### config.mk
export PLATFORM = sky130hd
export DESIGN_NAME = pin_wake_unit
export DESIGN_NICKNAME = d
export VERILOG_FILES = /design/src/logic/pin_wake_pkg.sv /design/src/logic/pin_edge_detect.sv /design/src/logic/pin_pull_select.sv /design/src/logic/pin_wake_unit.sv
export SDC_FILE = /design/constraint.sdc
export NUM_CORES = 1
export LEC_CHECK = 0
export BUFFER_PORTS_ARGS = -buffer_cell sky130_fd_sc_hd__buf_2
export CAP_MARGIN = 10
export CELL_PAD_IN_SITES_DETAIL_PLACEMENT = 1
export CELL_PAD_IN_SITES_GLOBAL_PLACEMENT = 1
export CORE_MARGIN = 2
export CORE_UTILIZATION = 33
export DETAILED_ROUTE_END_ITERATION = 12
export PLACE_DENSITY_LB_ADDON = 0.15
export SLEW_MARGIN = 20
export SYNTH_ARGS = -nofsm -noshare
export SYNTH_HDL_FRONTEND = slang
export SYNTH_SLANG_ARGS = --single-unit
### constraint.sdc
create_clock -name CLK -period 2.5 [get_ports CLK]
set_clock_uncertainty 0.1 [all_clocks]
set_input_delay 0.125 -clock CLK [delete_from_list [all_inputs] [get_ports CLK]]
set_output_delay 0.125 -clock CLK [all_outputs]
set_load 0.01 [all_outputs]
### src/logic/pin_wake_pkg.sv
// constants shared by the pin wake unit
package pin_wake_pkg;
    localparam int NUM_PINS = 8;
    localparam logic [1:0] ADDR_STATUS_CONTROL = 2'h0;
    localparam logic [1:0] ADDR_PIN_ENABLE = 2'h1;
    localparam logic [1:0] ADDR_POLARITY = 2'h2;
    localparam int BIT_DETECT_MODE = 0;
    localparam int BIT_IRQ_ENABLE = 1;
    localparam int BIT_ACKNOWLEDGE = 2;
    localparam int BIT_EVENT_FLAG = 3;
    localparam logic [7:0] RESET_PIN_ENABLE = 8'h00;
    localparam logic [7:0] RESET_POLARITY = 8'h00;
    localparam logic RESET_MODE = 1'b0;
    localparam logic RESET_IRQ_ENABLE = 1'b0;
    localparam logic [7:0] RESET_INPUTS = 8'hff;
    localparam logic [7:0] READ_UNMAPPED = 8'h00;
    // run and low power modes as seen by the block
    typedef enum logic [1:0] {
        PWR_RUN = 2'b00,
        PWR_WAIT = 2'b01,
        PWR_STOP3 = 2'b11,
        PWR_DEEP = 2'b10
    } power_mode_t;
endpackage

### src/logic/pin_edge_detect.sv
`timescale 1ns/100ps
// per pin assertion, edge and level detection
module pin_edge_detect
    import pin_wake_pkg::*;
(
    // clock and reset
    input wire logic clk,
    input wire logic clear,
    // configuration
    input wire logic [NUM_PINS-1:0] enable,
    input wire logic [NUM_PINS-1:0] polarity,
    // pins
    input wire logic [NUM_PINS-1:0] pins,
    // results
    output logic [NUM_PINS-1:0] edge_hit,
    output logic [NUM_PINS-1:0] asserted
);
    logic [NUM_PINS-1:0] armed_ff;
    logic [NUM_PINS-1:0] prev_ff;

    genvar i;
    generate
        for (i = 0; i < NUM_PINS; i++) begin : g_pin
            // asserted level after polarity
            assign asserted[i] = enable[i] & (pins[i] ^ ~polarity[i]);
            // R10: edge is deasserted then asserted sample
            assign edge_hit[i] = armed_ff[i] & prev_ff[i] == 1'b0 & asserted[i];
            always_ff @(posedge clk) begin
                if (clear || !enable[i]) begin
                    prev_ff[i] <= 1'b1;
                    armed_ff[i] <= 1'b0;
                end else begin
                    prev_ff[i] <= asserted[i];
                    // arm only once deasserted level is seen
                    if (!asserted[i]) begin
                        armed_ff[i] <= 1'b1;
                    end
                end
            end
        end
    endgenerate
endmodule

### src/logic/pin_pull_select.sv
`timescale 1ns/100ps
// pull resistor type selection per pin
module pin_pull_select
    import pin_wake_pkg::*;
(
    // configuration
    input wire logic [NUM_PINS-1:0] pull_enable,
    input wire logic [NUM_PINS-1:0] pin_enable,
    input wire logic [NUM_PINS-1:0] polarity,
    // resistor controls
    output logic [NUM_PINS-1:0] pull_up,
    output logic [NUM_PINS-1:0] pull_down
);
    // polarity 1 on an enabled pin gives pulldown, pullup otherwise
    assign pull_up = pull_enable & ~(pin_enable & polarity);
    assign pull_down = pull_enable & pin_enable & polarity;
endmodule

### src/logic/pin_wake_unit.sv
// Functional notes
// debug mode does not stop detection or flag updates.
// status bits 7:4 read zero.
// status bit 3 is the read-only event flag.
// status bit 2 is write-one acknowledge, reads zero.
// status bit 1 enables the interrupt request.
// status bit 0 selects edge only or edge plus level.
// pin enable register, one bit per pin.
// polarity register, 0 falling/low, 1 rising/high.
// falling edge is 1 then 0 on consecutive clocks.
// rising edge is 0 then 1 on consecutive clocks.
// edges count only after the deasserted level is seen.
// edge mode flag holds until acknowledged.
// level mode sets flag on edge or asserted level.
// level mode acknowledge clears only when all enabled pins deasserted.
// polarity bit chooses pullup or pulldown when pull enabled; disabled pins always get pullup. Code gives them pullup only when PORT_PULL_ENABLE is set.
// software masks, configures, enables, acknowledges, then unmasks.
// shallow stop keeps detection running to wake the processor.
// deep stop disables unit and restores reset state.
// wait mode keeps the unit operating.
// request is flag and enable, held until cleared.
// reset clears all flags and configuration.
//
// Decided for this implementation: strobed register access and the address map.
`timescale 1ns/100ps
module pin_wake_unit
    import pin_wake_pkg::*;
(
    // clock and reset
    input wire logic CLK,
    input wire logic SYS_RST,
    // register port
    input wire logic [1:0] ADDR,
    input wire logic [7:0] WDATA,
    input wire logic WR,
    input wire logic RD,
    output logic [7:0] RDATA,
    // processor state
    input wire logic [1:0] POWER_MODE,
    input wire logic DEBUG_MODE,
    // pins and pull control
    input wire logic [NUM_PINS-1:0] WAKE_INPUT_PIN,
    input wire logic [NUM_PINS-1:0] PORT_PULL_ENABLE,
    output logic [NUM_PINS-1:0] PULL_UP,
    output logic [NUM_PINS-1:0] PULL_DOWN,
    // interrupt request and wakeup
    output logic IRQ,
    output logic WAKE
);
    logic [NUM_PINS-1:0] pin_enable_bits_ff;
    logic [NUM_PINS-1:0] polarity_bits_ff;
    logic detect_mode_bit_ff;
    logic irq_enable_bit_ff;
    logic event_flag_ff;
    logic [NUM_PINS-1:0] pin_sample_ff;
    logic [NUM_PINS-1:0] edge_hit;
    logic [NUM_PINS-1:0] asserted;
    logic [NUM_PINS-1:0] nxt_pull_up;
    logic [NUM_PINS-1:0] nxt_pull_down;
    logic deep_stop;
    logic clear;
    logic ack_write;
    logic set_event;
    logic nxt_event_flag;
    logic [7:0] nxt_rdata;

    // deep stop holds all but the read data and pull registers in reset
    assign deep_stop = (POWER_MODE == PWR_DEEP);
    assign clear = SYS_RST | deep_stop;
    // R17: R19: DEBUG_MODE and the other power modes do not gate detection
    assign ack_write = WR && ADDR == ADDR_STATUS_CONTROL && WDATA[BIT_ACKNOWLEDGE];

    // input sampling register; synchronous to CLK by assumption
    always_ff @(posedge CLK) begin
        if (clear) begin
            pin_sample_ff <= RESET_INPUTS;
        end else begin
            pin_sample_ff <= WAKE_INPUT_PIN;
        end
    end

    pin_edge_detect u_detect (
        .clk(CLK),
        .clear(clear),
        .enable(pin_enable_bits_ff),
        .polarity(polarity_bits_ff),
        .pins(pin_sample_ff),
        .edge_hit(edge_hit),
        .asserted(asserted)
    );

    pin_pull_select u_pull (
        .pull_enable(PORT_PULL_ENABLE),
        .pin_enable(pin_enable_bits_ff),
        .polarity(polarity_bits_ff),
        .pull_up(nxt_pull_up),
        .pull_down(nxt_pull_down)
    );

    // configuration registers reset to zero
    always_ff @(posedge CLK) begin
        if (clear) begin
            pin_enable_bits_ff <= RESET_PIN_ENABLE;
            polarity_bits_ff <= RESET_POLARITY;
            detect_mode_bit_ff <= RESET_MODE;
            irq_enable_bit_ff <= RESET_IRQ_ENABLE;
        end else if (WR) begin
            if (ADDR == ADDR_STATUS_CONTROL) begin
                // mode select
                detect_mode_bit_ff <= WDATA[BIT_DETECT_MODE];
                // interrupt enable
                irq_enable_bit_ff <= WDATA[BIT_IRQ_ENABLE];
            end else if (ADDR == ADDR_PIN_ENABLE) begin
                // pin enables
                pin_enable_bits_ff <= WDATA;
            end else if (ADDR == ADDR_POLARITY) begin
                // polarity selects
                polarity_bits_ff <= WDATA;
            end
        end
    end

    // R13: set sources depend on mode
    assign set_event = (|edge_hit) | (detect_mode_bit_ff & (|asserted));

    // event flag; set wins over acknowledge in the same cycle
    always_comb begin
        nxt_event_flag = event_flag_ff;
        // level mode refuses clear while any enabled pin asserted
        if (ack_write && !(detect_mode_bit_ff && (|asserted))) begin
            nxt_event_flag = 1'b0;
        end
        if (set_event) begin
            nxt_event_flag = 1'b1;
        end
    end

    // flag changes only by hardware or acknowledge
    always_ff @(posedge CLK) begin
        if (clear) begin
            event_flag_ff <= 1'b0;
        end else begin
            event_flag_ff <= nxt_event_flag;
        end
    end

    // read mux; unused bits and unmapped addresses read zero
    always_comb begin
        nxt_rdata = READ_UNMAPPED;
        if (ADDR == ADDR_STATUS_CONTROL) begin
            // R4: upper nibble and acknowledge read zero
            nxt_rdata[BIT_EVENT_FLAG] = event_flag_ff;
            nxt_rdata[BIT_IRQ_ENABLE] = irq_enable_bit_ff;
            nxt_rdata[BIT_DETECT_MODE] = detect_mode_bit_ff;
        end else if (ADDR == ADDR_PIN_ENABLE) begin
            nxt_rdata = pin_enable_bits_ff;
        end else if (ADDR == ADDR_POLARITY) begin
            nxt_rdata = polarity_bits_ff;
        end
    end

    // read data valid only in the cycle after the strobe
    always_ff @(posedge CLK) begin
        if (SYS_RST || !RD) begin
            RDATA <= READ_UNMAPPED;
        end else begin
            RDATA <= nxt_rdata;
        end
    end

    // request follows flag and enable, wakeup also needs a non-run mode, one cycle later
    always_ff @(posedge CLK) begin
        if (clear) begin
            IRQ <= 1'b0;
            WAKE <= 1'b0;
        end else begin
            IRQ <= event_flag_ff & irq_enable_bit_ff;
            WAKE <= event_flag_ff & irq_enable_bit_ff & (POWER_MODE != PWR_RUN);
        end
    end

    // pull resistor controls registered for clean outputs
    always_ff @(posedge CLK) begin
        if (SYS_RST) begin
            PULL_UP <= '0;
            PULL_DOWN <= '0;
        end else begin
            PULL_UP <= nxt_pull_up;
            PULL_DOWN <= nxt_pull_down;
        end
    end
endmodule

* Word level (Yosys, flattened, before mapping)
Index checks and enable logic that the tools add are counted.
** Word-level totals
- Input bits :: 33
- Word-level logic and storage cells :: 129
- Register bits after elaboration :: 69
- Output and inout bits :: 26
** Cells by class
- Eq/ne operators :: 3
- Reductions and logical operators :: 32
- Multiplexer cells :: 6
- Bitwise operators :: 60
** Operators with widths (count)
- AND 8 bit :: 4
- AND 1 bit :: 27
- NOT 1 bit :: 18
- two-way mux 8 bit :: 2
- OR reduction 8 bit :: 2
- logical NOT 1 bit :: 10
- logical OR 1 bit :: 9
- NOT 8 bit :: 1
- bitwise XOR 1 bit :: 8
- equality test 2 bit (second input constant) :: 2
- logical AND 1 bit :: 4
- AND reduction 4 bit :: 1
- nonzero test 2 bit :: 2
- two-way mux 1 bit :: 3
- AND reduction 3 bit :: 1
- equality test 2 x 1 -> 1 bit (second input constant) :: 1
- logical NOT 2 bit :: 1
- two-way mux 2 bit :: 1
- bitwise OR 1 bit :: 2
- AND reduction 2 bit :: 1
- OR reduction 2 bit :: 1

* Longest topological paths before layout
Gate-level depths: netlist of the first run.
- Depth in word-level cells :: 9
- Gate-level depth with buffers :: 6
- Depth with buffers taken out :: 4

* By module
A second synthesis of the first run with hierarchy kept.
** Unflattened totals
- Cell total of the unflattened synthesis :: 263
- Area total of the unflattened synthesis :: 2616.3 sq um
** By module, submodules not included
- pin_wake_unit :: cells an instance 175, area each 1806.7 sq um, sequential area each 1061.0 sq um, times used 1
- pin_edge_detect :: cells an instance 72, area each 699.4 sq um, sequential area each 320.3 sq um, times used 1
- pin_pull_select :: cells an instance 16, area each 110.1 sq um, sequential area each 0.0 sq um, times used 1

* Least setup slack after synthesis of the first run
OpenSTA, ideal clock, no wires.
- Path type :: register to register
- Start :: register polarity_bits_ff[7]
- End :: register event_flag_ff
- Library setup time :: 139 ps
- Clock period less this slack :: 1417 ps
- Path buffers :: 0
- Data required time :: 2261 ps
- Setup slack :: 1083 ps
- Cell stages (with the launch flop) :: 5
- Data arrival time :: 1178 ps
- Path through :: dfxtp_1 xor2_1 o22ai_1 o41ai_2 a41oi_1
** Between the ends
- Word-level cells in the longest chain between the ends :: 8
- Elaborated cells between the ends (all ways) :: 13
- Those cells by class :: mux (1); bitwise (6); reduce/logical (6)
** Ends and longest elaborated chain
- from (decl) :: line pin_wake_unit.sv:51 : logic [NUM_PINS-1:0] polarity_bits_ff;
- from (signal assigned) :: line pin_wake_unit.sv:104 : polarity_bits_ff <= RESET_POLARITY;
- from (signal assigned) :: line pin_wake_unit.sv:118 : polarity_bits_ff <= WDATA;
- NOT 1 bit * :: line pin_edge_detect.sv:25 : assign asserted[i] = enable[i] & (pins[i] ^ ~polarity[i]);
- bitwise XOR 1 bit * :: line pin_edge_detect.sv:25
- AND 1 bit * :: line pin_edge_detect.sv:25
- OR reduction 8 bit :: line pin_wake_unit.sv:124, pin_wake_unit.sv:130
- logical AND 1 bit :: line pin_wake_unit.sv:130 : if (ack_write && !(detect_mode_bit_ff && (|asserted))) begin
- logical NOT 1 bit :: line pin_wake_unit.sv:130
- logical AND 1 bit :: line pin_wake_unit.sv:130
- nonzero test 2 bit (no source line)
- to (signal assigned) :: line pin_wake_unit.sv:143 : event_flag_ff <= nxt_event_flag;
- to (decl) :: line pin_wake_unit.sv:54 : logic event_flag_ff;
Mark *: on every way between the ends. The rest lies on a longest branch, timed or not.
A chain may end at the register's enable or synchronous reset.

* Worst setup path in the final report of the first run
- Start :: register polarity_bits_ff[5]
- End :: register event_flag_ff
Same word-level chain as after synthesis.

==> summary.txt, run 1 <==
Status -> finished, final reports clean
GPL Wtd Cong -> 0.784
Reg clk slew, reported paths -> 70 ps
Root buffer cell -> clkbuf_8
FMAX -> 591 MHz
IO Count -> 59
Fin Setup TNS -> 0 ps
Reg-to-reg critical path endpoint -> event_flag_ff
N_diodes -> 0
Die height -> 89.9 um
Die X -> 89.9 um
Maximum vdd ir drop -> 281 uV
Post-CTS Setup Inserts -> 0
Yosys reg bits -> 69
CP Data Arrival Time -> 1800 ps
CP Launch Type -> flop
PwrDens -> 654 nW/um^2
Hold Crit Depth -> 3
NetSw -> 0.506 mW
Post-Synthesis Cells -> 273
Combinational share of power -> 8.1%
H-tree depth -> 3
Hold Buf Count CTS -> 25
Ys Warns -> 0
Antenna-violating nets left -> 0
GR Overflow Total -> 0
Routed len/inst -> 14.2 um
Dpl hpwl -> 4460 um
Clock power share -> 38.2%
First-pass GRT wire length -> 10800 um
Worst Tran Pin Value -> 596 ps
Synth cell types -> 23
Vias/cell -> 4.69
Slew Limit Fails -> 0
DRC viols -> 0
Crit path required time -> 2610 ps
Synth Cell Area -> 2440 um^2
CORE AREA -> 7210 um^2
Share of layout cells above drive strength 1 -> 20.9%
Hold WS -> 83.0 ps
Die ar. -> 8090 um^2
Mean Syn Cell Area -> 8.92 um^2
R2R setup slack -> 810 ps
CTS resizes -> 0
1st-pass router iterations -> 4
Total CTS buffers -> 9
Largest cells by area after synthesis -> dfxtp_1 57%, a21oi_1 5.8%, nand3_1 4.9%
Drt total wl -> 6580 um
Via count -> 2167
Final setup margin -> 807 ps
DR iter-0 viols -> 84
Vias in the first global route -> 2181
CP endpoint kind -> flop
Port Buffers -> 57
Nets -> 391
Critical R2R Launch -> polarity_bits_ff[5]
Hold_sp -> POWER_MODE[1]
Final min period -> 1690 ps
Area growth, synth to finish -> 33.2%
Synth area leader -> dfxtp_1
Total clock sinks -> 69
Max-Cap Viols -> 0
Setup violators final -> 0
Initial core utilization -> 33.8%
Initial antenna violation count -> 0
Clock Tree Buf Depth -> 2
Switch share -> 23.8%
Rel. slew slack -> 60.3%
Share of the synthesized area in the top cell type -> 56.7%
TritonCTS clock tree -> yes
Mapped Nets -> 306
Clk_lat worst skew -> 350 ps
Final Hold Viols -> 0
Unrepaired setup endpoints after global routing -> no
Internal Pwr Total -> 1.62 mW
Post-synthesis sequential area ratio -> 56.7%
Hold Crit Class -> in -> reg
Setup slack at placement -> 807 ps
Crit Path Class -> reg -> reg
Leakage power -> 1.30 nW
Hold Path Sink -> pin_sample_ff[5]
Largest net degree at the start of global routing -> 29
R2r worst-path depth -> 4
Total GRT Usage -> 17.0%
Sequential Power Share -> 53.7%
Tcrit/Tclk final -> 67.7%
Crit Path Max Fanout -> 5
Std cell rows -> 31
-- placed cells by master, fill, tap and decap left out, types with 7 or more instances in the layout --
| master | count |
|---|---|
| buf_2 | 57 |
| nand2b_1 | 17 |
| nand3_1 | 24 |
| nor2_1 | 31 |
| dfxtp_1 | 69 |
| dlygate4sd3_1 | 25 |
| xor2_1 | 7 |
| clkbuf_8 | 11 |
| nor3_1 | 13 |
| a21oi_1 | 28 |
| nand2_1 | 32 |
| inv_1 | 13 |
-- registers in the layout, indices dropped and copies added, names as in the netlist, 8 cells and up --
register,cells
u_detect.prev_ff,8
RDATA,8
polarity_bits_ff,8
pin_enable_bits_ff,8
PULL_DOWN,8
PULL_UP,8
u_detect.armed_ff,8
pin_sample_ff,8
-- kinds of logic after synthesis --
group                  synth area share [%]
AO/OA/AOI/OAI                          9.96
XOR/XNOR                               3.18
buffers and inverters                  4.11
flip-flops                             56.7
multiplexers                           2.05
AND/OR/NAND/NOR                        24.0
-- layer usage --
layer | up-vias | share of wire (%) | GRT usage, % | wire (um)
met5 | - | 0 | 0 | 0
met4 | 0 | 1.2 | 7.69 | 76
met3 | 9 | 4.0 | 3.02 | 262
met2 | 45 | 50 | 29.5 | 3300
met1 | 1030 | 45 | 20.6 | 2940
li1 | 1083 | - | - | -
-- layout make-up --
| cell class | count | area (um^2) |
|---|---|---|
| Inverter | 13 | 48.8 |
| Clock buffer | 15 | 166 |
| Clock inverter | 1 | 5.00 |
| Timing Repair Buffer | 86 | 566 |
| Tap cell | 99 | 124 |
| Sequential cell | 69 | 1380 |
| Fill cell | 899 | 3970 |
| Multi-Input combinational cell | 179 | 955 |
-- critical path, cell delays in order, from the launching register on --
cell and delay, ps:
dfxtp_1 450, xor2_1 340, nor3_1 100, nor4_1 420, a41oi_1 160
-- how the worst max path moves through the flow --
stage / startpoint / end / slack [ps]
floorplan: polarity_bits_ff[7] / event_flag_ff / 1080
global placement: polarity_bits_ff[5] / event_flag_ff / 860
detailed placement: polarity_bits_ff[5] / event_flag_ff / 810
CTS: polarity_bits_ff[5] / event_flag_ff / 790
global route: polarity_bits_ff[5] / event_flag_ff / 640
finish: polarity_bits_ff[5] / event_flag_ff / 810
-- power groups by stage --
stage / clock network [mW] / registers [mW] / logic, mW
2_1_floorplan: 0 / 1.16 / 0.0791
3_3_place_gp: 0 / 1.17 / 0.141
3_5_place_dp: 0 / 1.17 / 0.142
4_1_cts: 0.834 / 1.14 / 0.173
5_1_grt: 0.879 / 1.14 / 0.193
6_report: 0.812 / 1.14 / 0.172
-- per-stage QoR --
step / power, mW / area, um^2 / std cells / util (%)
after floorplan: 1.24 / 2440 / 273 / -
after global placement: 1.31 / 2820 / 421 / 39.1
final: 2.12 / 3250 / 462 / 45.0
after CTS: 2.15 / 3250 / 462 / 45.0
after detailed placement: 1.31 / 2820 / 421 / 39.1
after global routing: 2.22 / 3250 / 462 / 45.0
-- synthesized netlist by cell type, drive strengths merged --
library cell	n
dfxtp	69
nand2	32
nor2	31
a21oi	28
nand3	24
nand2b	17
inv	13
nor3	13
xor2	8
buf	6
clkbuf	6
a22oi	5
mux2i	5
nor4	5
o22ai	4
nor2b	2
a211oi	1
a21o	1
a41oi	1
nor3b	1
o41ai	1
No activity file was read; power rests on OpenSTA's default activity.
==> run 2, diff against run 1 <==
clock period = 1.7 ns   (was 2.5 ns; I/O delays follow)
==> run 2 against run 1 <==
Against the previous run:
- clock power up 80%
- setup slack got worse by 610 ps
- register-to-register slack worse by 610 ps
- final cell count grew 3.0%
- count of clock-buffer cells in the layout down 4
- critical endpoint unchanged
- largest power group unchanged
==> summary.txt, run 2 (same netlist as run 1, synthesis figures left out) <==
Switch share -> 22.7% (was 23.8%)
Sequential Power Share -> 48.9% (was 53.7%)
Crit Path Class -> reg -> reg (unchanged)
IO Count -> 59 (unchanged)
Root buffer cell -> clkbuf_8 (unchanged)
N_diodes -> 0 (unchanged)
Critical Path Source -> polarity_bits_ff[7] (was polarity_bits_ff[5])
Port Buffers -> 57 (unchanged)
Crit Path Max Fanout -> 5 (unchanged)
DR iter-0 viols -> 74 (was 84)
Hold WS -> 42.4 ps (was 83.0 ps)
Maximum vdd ir drop -> 501 uV (was 281 uV)
Initial core utilization -> 33.8% (unchanged)
Commonest non-fill, non-tap cell in the layout -> dfxtp_1 (unchanged)
Hold Crit Class -> in -> reg (unchanged)
Final min period -> 1500 ps (was 1690 ps)
H-tree depth -> 3 (unchanged)
Final Hold Viols -> 0 (unchanged)
CORE AREA -> 7210 um^2 (unchanged)
Std cell rows -> 31 (unchanged)
Vias/cell -> 4.63 (was 4.69)
Reg clk slew, reported paths -> 80 ps (was 70 ps)
GR Overflow Total -> 0 (unchanged)
Commonest non-fill, non-tap cells in the layout -> 68 x dfxtp_1, 57 x buf_2, 32 x nand2_1, 31 x nor2_1, 28 x a21oi_1 (was 69 x dfxtp_1, 57 x buf_2, 32 x nand2_1, 31 x nor2_1, 28 x a21oi_1)
Die height -> 89.9 um (unchanged)
Total GRT Usage -> 18.1% (was 17.0%)
CP endpoint kind -> flop (unchanged)
Leakage power -> 1.39 nW (was 1.30 nW)
Worst Tran Pin Value -> 355 ps (was 596 ps)
Clock power share -> 42.7% (was 38.2%)
TritonCTS clock tree -> yes (unchanged)
Final design area excluding fillers -> 3420 um^2 (was 3250 um^2)
Die X -> 89.9 um (unchanged)
First-pass GRT wire length -> 11400 um (was 10800 um)
CP Launch Type -> flop (unchanged)
DRC viols -> 0 (unchanged)
Register Area -> 1380 um^2 (about the same)
Routed len/inst -> 14.4 um (was 14.2 um)
Hold_sp -> ADDR[1] (was POWER_MODE[1])
Tot Pwr -> 3.42 mW (was 2.12 mW)
R2r worst-path depth -> 4 (unchanged)
Drt total wl -> 6840 um (was 6580 um)
Clk_lat worst skew -> 340 ps (was 350 ps)
Crit path required time -> 1820 ps (was 2610 ps)
Critical R2R Launch -> polarity_bits_ff[7] (was polarity_bits_ff[5])
Via count -> 2205 (was 2167)
Filler Cell Count -> 894 (was 899)
FMAX -> 667 MHz (was 591 MHz)
Status -> finished, final reports clean (unchanged)
Die ar. -> 8090 um^2 (unchanged)
Vias in the first global route -> 2310 (was 2181)
PwrDens -> 1000 nW/um^2 (was 654 nW/um^2)
Rel. slew slack -> 76.1% (was 60.3%)
Fin Setup TNS -> 0 ps (unchanged)
Post-CTS Setup Inserts -> 0 (unchanged)
Initial antenna violation count -> 0 (unchanged)
NetSw -> 0.776 mW (was 0.506 mW)
1st-pass router iterations -> 4 (unchanged)
Multi-input logic area -> 970 um^2 (was 955 um^2)
Dpl hpwl -> 4680 um (was 4460 um)
CP Data Arrival Time -> 1620 ps (was 1800 ps)
Largest net degree at the start of global routing -> 29 (unchanged)
Max-Cap Viols -> 0 (unchanged)
Tcrit/Tclk final -> 88.2% (was 67.7%)
Nets -> 406 (was 391)
Setup violators final -> 0 (unchanged)
Clock Tree Buf Depth -> 2 (unchanged)
DP Area -> 2940 um^2 (was 2820 um^2)
GPL Wtd Cong -> 0.794 (was 0.784)
Internal Pwr Total -> 2.65 mW (was 1.62 mW)
R2R setup slack -> 200 ps (was 810 ps)
Antenna-violating nets left -> 0 (unchanged)
Share of layout cells above drive strength 1 -> 25.5% (was 20.9%)
Reg-to-reg critical path endpoint -> event_flag_ff (unchanged)
Setup crit end -> event_flag_ff (unchanged)
Area growth, synth to finish -> 40.3% (was 33.2%)
Unrepaired setup endpoints after global routing -> no (unchanged)
Slew Limit Fails -> 0 (unchanged)
Total CTS buffers -> 9 (unchanged)
Combinational share of power -> 8.3% (was 8.1%)
Total clock sinks -> 69 (unchanged)
==> run 2: changes by cell type in the layout (fill, tap and decap cells not counted) <==
cell and change:
xor2_2 +2, clkbuf_1 -3, buf_4 +15, bufinv_16 +2
xor2_1 -2, clkbuf_8 -1, dfxtp_2 +1, dfxtp_1 -1
clkinvlp_4 +1
==> run 2: metal layers <==
metal | global-route usage [%] | wire, um
met1 | 22.2 | 3030
met2 | 31.1 | 3520
met3 | 2.93 | 161
met4 | 8.46 | 136
met5 | 0 | 0
==> run 2: power by group through the flow <==
stage               clock network [mW]  logic (mW)  registers, mW
finish                            1.46       0.286           1.67
global route                      1.58       0.318           1.68
CTS                               1.50       0.286           1.67
detailed placement                   0       0.241           1.71
global placement                     0       0.236           1.71
floorplan                            0       0.116           1.71
==> run 2: final cells by class <==
class                   count  share of cell area [%]
multi-input cells         179                    28.4
well taps                  99                    3.63
flip-flops and latches     69                    40.5
inverters                  13                    1.43
repair buffers            101                    19.8
clock inverters             4                    2.12
clock buffers              11                    4.14
==> run 2: critical path: stages (launching register included) <==
cell and delay, ps:
dfxtp_1 440, xor2_1 230, o22ai_1 130, o41ai_2 330, a41oi_1 140
==> run 2: worst min-delay path by stage <==
stage	to	depth (start not counted)
3_3_place_gp	pin_sample_ff[4]	2
2_1_floorplan	pin_sample_ff[0]	1
4_1_cts	RDATA[0]	4
5_1_grt	RDATA[1]	4
6_report	RDATA[0]	4
3_5_place_dp	pin_sample_ff[3]	2
==> run 2: stage by stage <==
stage               worst slack, ps  instances  util (%)
finish                          200        476      47.4
detailed placement              137        436      40.7
global route                   27.8        476      47.4
CTS                             137        476      47.1
global placement                194        436      40.7
floorplan                       283        273         -
==> run 2: timing repair <==
item / CTS / global route
hold buffers: 25 / 0
gates resized for setup: 0 / 3
endpoints found under the setup margin: 0 / 1
endpoints found under the hold margin: 43 / 0
==> run 3, diff against run 2 <==
REMOVE_ABC_BUFFERS = 1   (was not set)
==> run 3 against run 2 <==
Against the previous run:
- setup slack got worse by 30 ps
- critical endpoint unchanged
- power up 14%
- sequential power barely moved
- count of clock-buffer cells in the layout is 1 lower
- via count fell by 1.5%
- register-to-register slack worse by 30 ps
- first-iteration DRC count is 15% lower
- utilization grew 0.59 points
- die area stayed put
==> summary.txt, run 3 (same netlist as run 1, synthesis figures left out) <==
Status -> finished, final reports clean (unchanged)
Max-Cap Viols -> 0 (unchanged)
Commonest non-fill, non-tap cell in the layout -> dfxtp_1 (unchanged)
PwrDens -> 1130 nW/um^2 (was 1000 nW/um^2)
Rel. slew slack -> 71.2% (was 76.1%)
Total CTS buffers -> 9 (unchanged)
Hold Crit Depth -> 3 (was 4)
Area growth, synth to finish -> 42.0% (was 40.3%)
Initial core utilization -> 33.8% (unchanged)
Dpl hpwl -> 4450 um (was 4680 um)
CP Data Arrival Time -> 1640 ps (was 1620 ps)
Max layer used -> met4 (unchanged)
Finished Layout Cells -> 473 (was 476)
Largest net degree at the start of global routing -> 29 (unchanged)
Commonest non-fill, non-tap cells in the layout -> 69 x dfxtp_1, 57 x buf_2, 32 x nand2_1, 31 x nor2_1, 28 x a21oi_1 (was 68 x dfxtp_1, 57 x buf_2, 32 x nand2_1, 31 x nor2_1, 28 x a21oi_1)
Crit Path Max Fanout -> 5 (unchanged)
GR Overflow Total -> 0 (unchanged)
H-tree depth -> 3 (unchanged)
Worst Tran Pin Value -> 432 ps (was 355 ps)
Final min period -> 1530 ps (was 1500 ps)
Crit Path Class -> reg -> reg (unchanged)
Total clock sinks -> 69 (unchanged)
Clk_lat worst skew -> 340 ps (about the same)
Die ar. -> 8090 um^2 (unchanged)
CP Launch Type -> flop (unchanged)
Crit path required time -> 1810 ps (was 1820 ps)
Hold WS -> 17.7 ps (was 42.4 ps)
DR iter-0 viols -> 63 (was 74)
DP Area -> 2910 um^2 (was 2940 um^2)
Routed metal-1 wire length -> 3130 um (was 3030 um)
Clock Tree Buf Depth -> 2 (unchanged)
Hold Crit Class -> in -> reg (unchanged)
Final Hold Viols -> 0 (unchanged)
Setup violators final -> 0 (unchanged)
Tcrit/Tclk final -> 90.0% (was 88.2%)
Fin Setup TNS -> 0 ps (unchanged)
R2r worst-path depth -> 4 (unchanged)
1st-pass router iterations -> 4 (unchanged)
IO Count -> 59 (unchanged)
Leakage power -> 1.41 nW (was 1.39 nW)
Die X -> 89.9 um (unchanged)
Unrepaired setup endpoints after global routing -> no (unchanged)
DRC viols -> 0 (unchanged)
TritonCTS clock tree -> yes (unchanged)
Maximum vdd ir drop -> 418 uV (was 501 uV)
N_diodes -> 0 (unchanged)
Share of layout cells above drive strength 1 -> 24.6% (was 25.5%)
Root buffer cell -> clkbuf_8 (unchanged)
Met2 routed WL -> 3310 um (was 3520 um)
CORE AREA -> 7210 um^2 (unchanged)
Placed cells -> 432 (was 436)
First-pass GRT wire length -> 11000 um (was 11400 um)
Routed len/inst -> 14.3 um (was 14.4 um)
Port Buffers -> 57 (unchanged)
Via count -> 2173 (was 2205)
Nets -> 402 (was 406)
Die height -> 89.9 um (unchanged)
Vias in the first global route -> 2225 (was 2310)
Reg clk slew, reported paths -> 70 ps (was 80 ps)
Drt total wl -> 6750 um (was 6840 um)
Final design area excluding fillers -> 3460 um^2 (was 3420 um^2)
Post-CTS Setup Inserts -> 0 (unchanged)
Std cell rows -> 31 (unchanged)
Antenna-violating nets left -> 0 (unchanged)
Total GRT Usage -> 17.6% (was 18.1%)
Initial antenna violation count -> 0 (unchanged)
GPL Wtd Cong -> 0.763 (was 0.794)
Slew Limit Fails -> 0 (unchanged)
WL met3 -> 210 um (was 161 um)
CP endpoint kind -> flop (unchanged)
FMAX -> 654 MHz (was 667 MHz)
Vias/cell -> 4.59 (was 4.63)
==> run 3: cell count changes in the layout (fill, tap and decap cells not counted) <==
cell,previous run,this run
dfxtp_1,68,69
xor2_2,3,2
xor2_1,5,6
clkinv_2,1,0
dfxtp_2,1,0
buf_4,19,15
bufinv_16,2,5
clkbuf_1,1,0
==> run 3: final timing paths <==
| check | to | slack (ps) | from |
|---|---|---|---|
| max | event_flag_ff | 170 | polarity_bits_ff[1] |
| min | pin_enable_bits_ff[4] | 20 | WR |
| max reg2reg | event_flag_ff | 170 | polarity_bits_ff[1] |
| min reg2reg | u_detect.prev_ff[7] | 380 | pin_enable_bits_ff[7] |
==> run 3: where the power goes <==
group	total [mW]	internal [mW]	switching [mW]	leakage [nW]
combinational	0.284	0.137	0.147	0.701
sequential	1.67	1.65	0.0236	0.561
clock	1.95	1.31	0.638	0.143
==> run 3: through the flow <==
stage,power [mW],util (%),worst slack [ps]
2_1_floorplan,1.81,-,262
3_3_place_gp,1.95,40.3,193
3_5_place_dp,1.95,40.3,153
4_1_cts,3.94,47.8,144
5_1_grt,4.06,48.0,47.1
6_report,3.91,48.0,170
==> run 3: area by class of cell <==
class / instances / area (um^2)
clock inverter: 6 / 158
tap: 99 / 124
inverter: 13 / 48.8
fill: 895 / 3750
timing repair buffer: 97 / 648
clock buffer: 10 / 138
sequential: 69 / 1380
multi-input combinational: 179 / 962
==> run 3: critical path: stages (launching register included) <==
cell and delay (ps):
dfxtp_1 440, xor2_2 230, o22ai_1 150, o41ai_2 340, a41oi_1 140
==> run 3: routing by layer <==
layer	vias up	global-route usage (%)
li1	1105	-
met1	1016	21.8
met2	42	29.7
met3	10	3.27
met4	0	8.21
met5	-	0
==> run 3: repair_timing <==
action	in CTS	in global routing
endpoints found under the setup margin	0	1
endpoints found under the hold margin	43	0
gates resized for setup	0	1
hold buffers	25	0
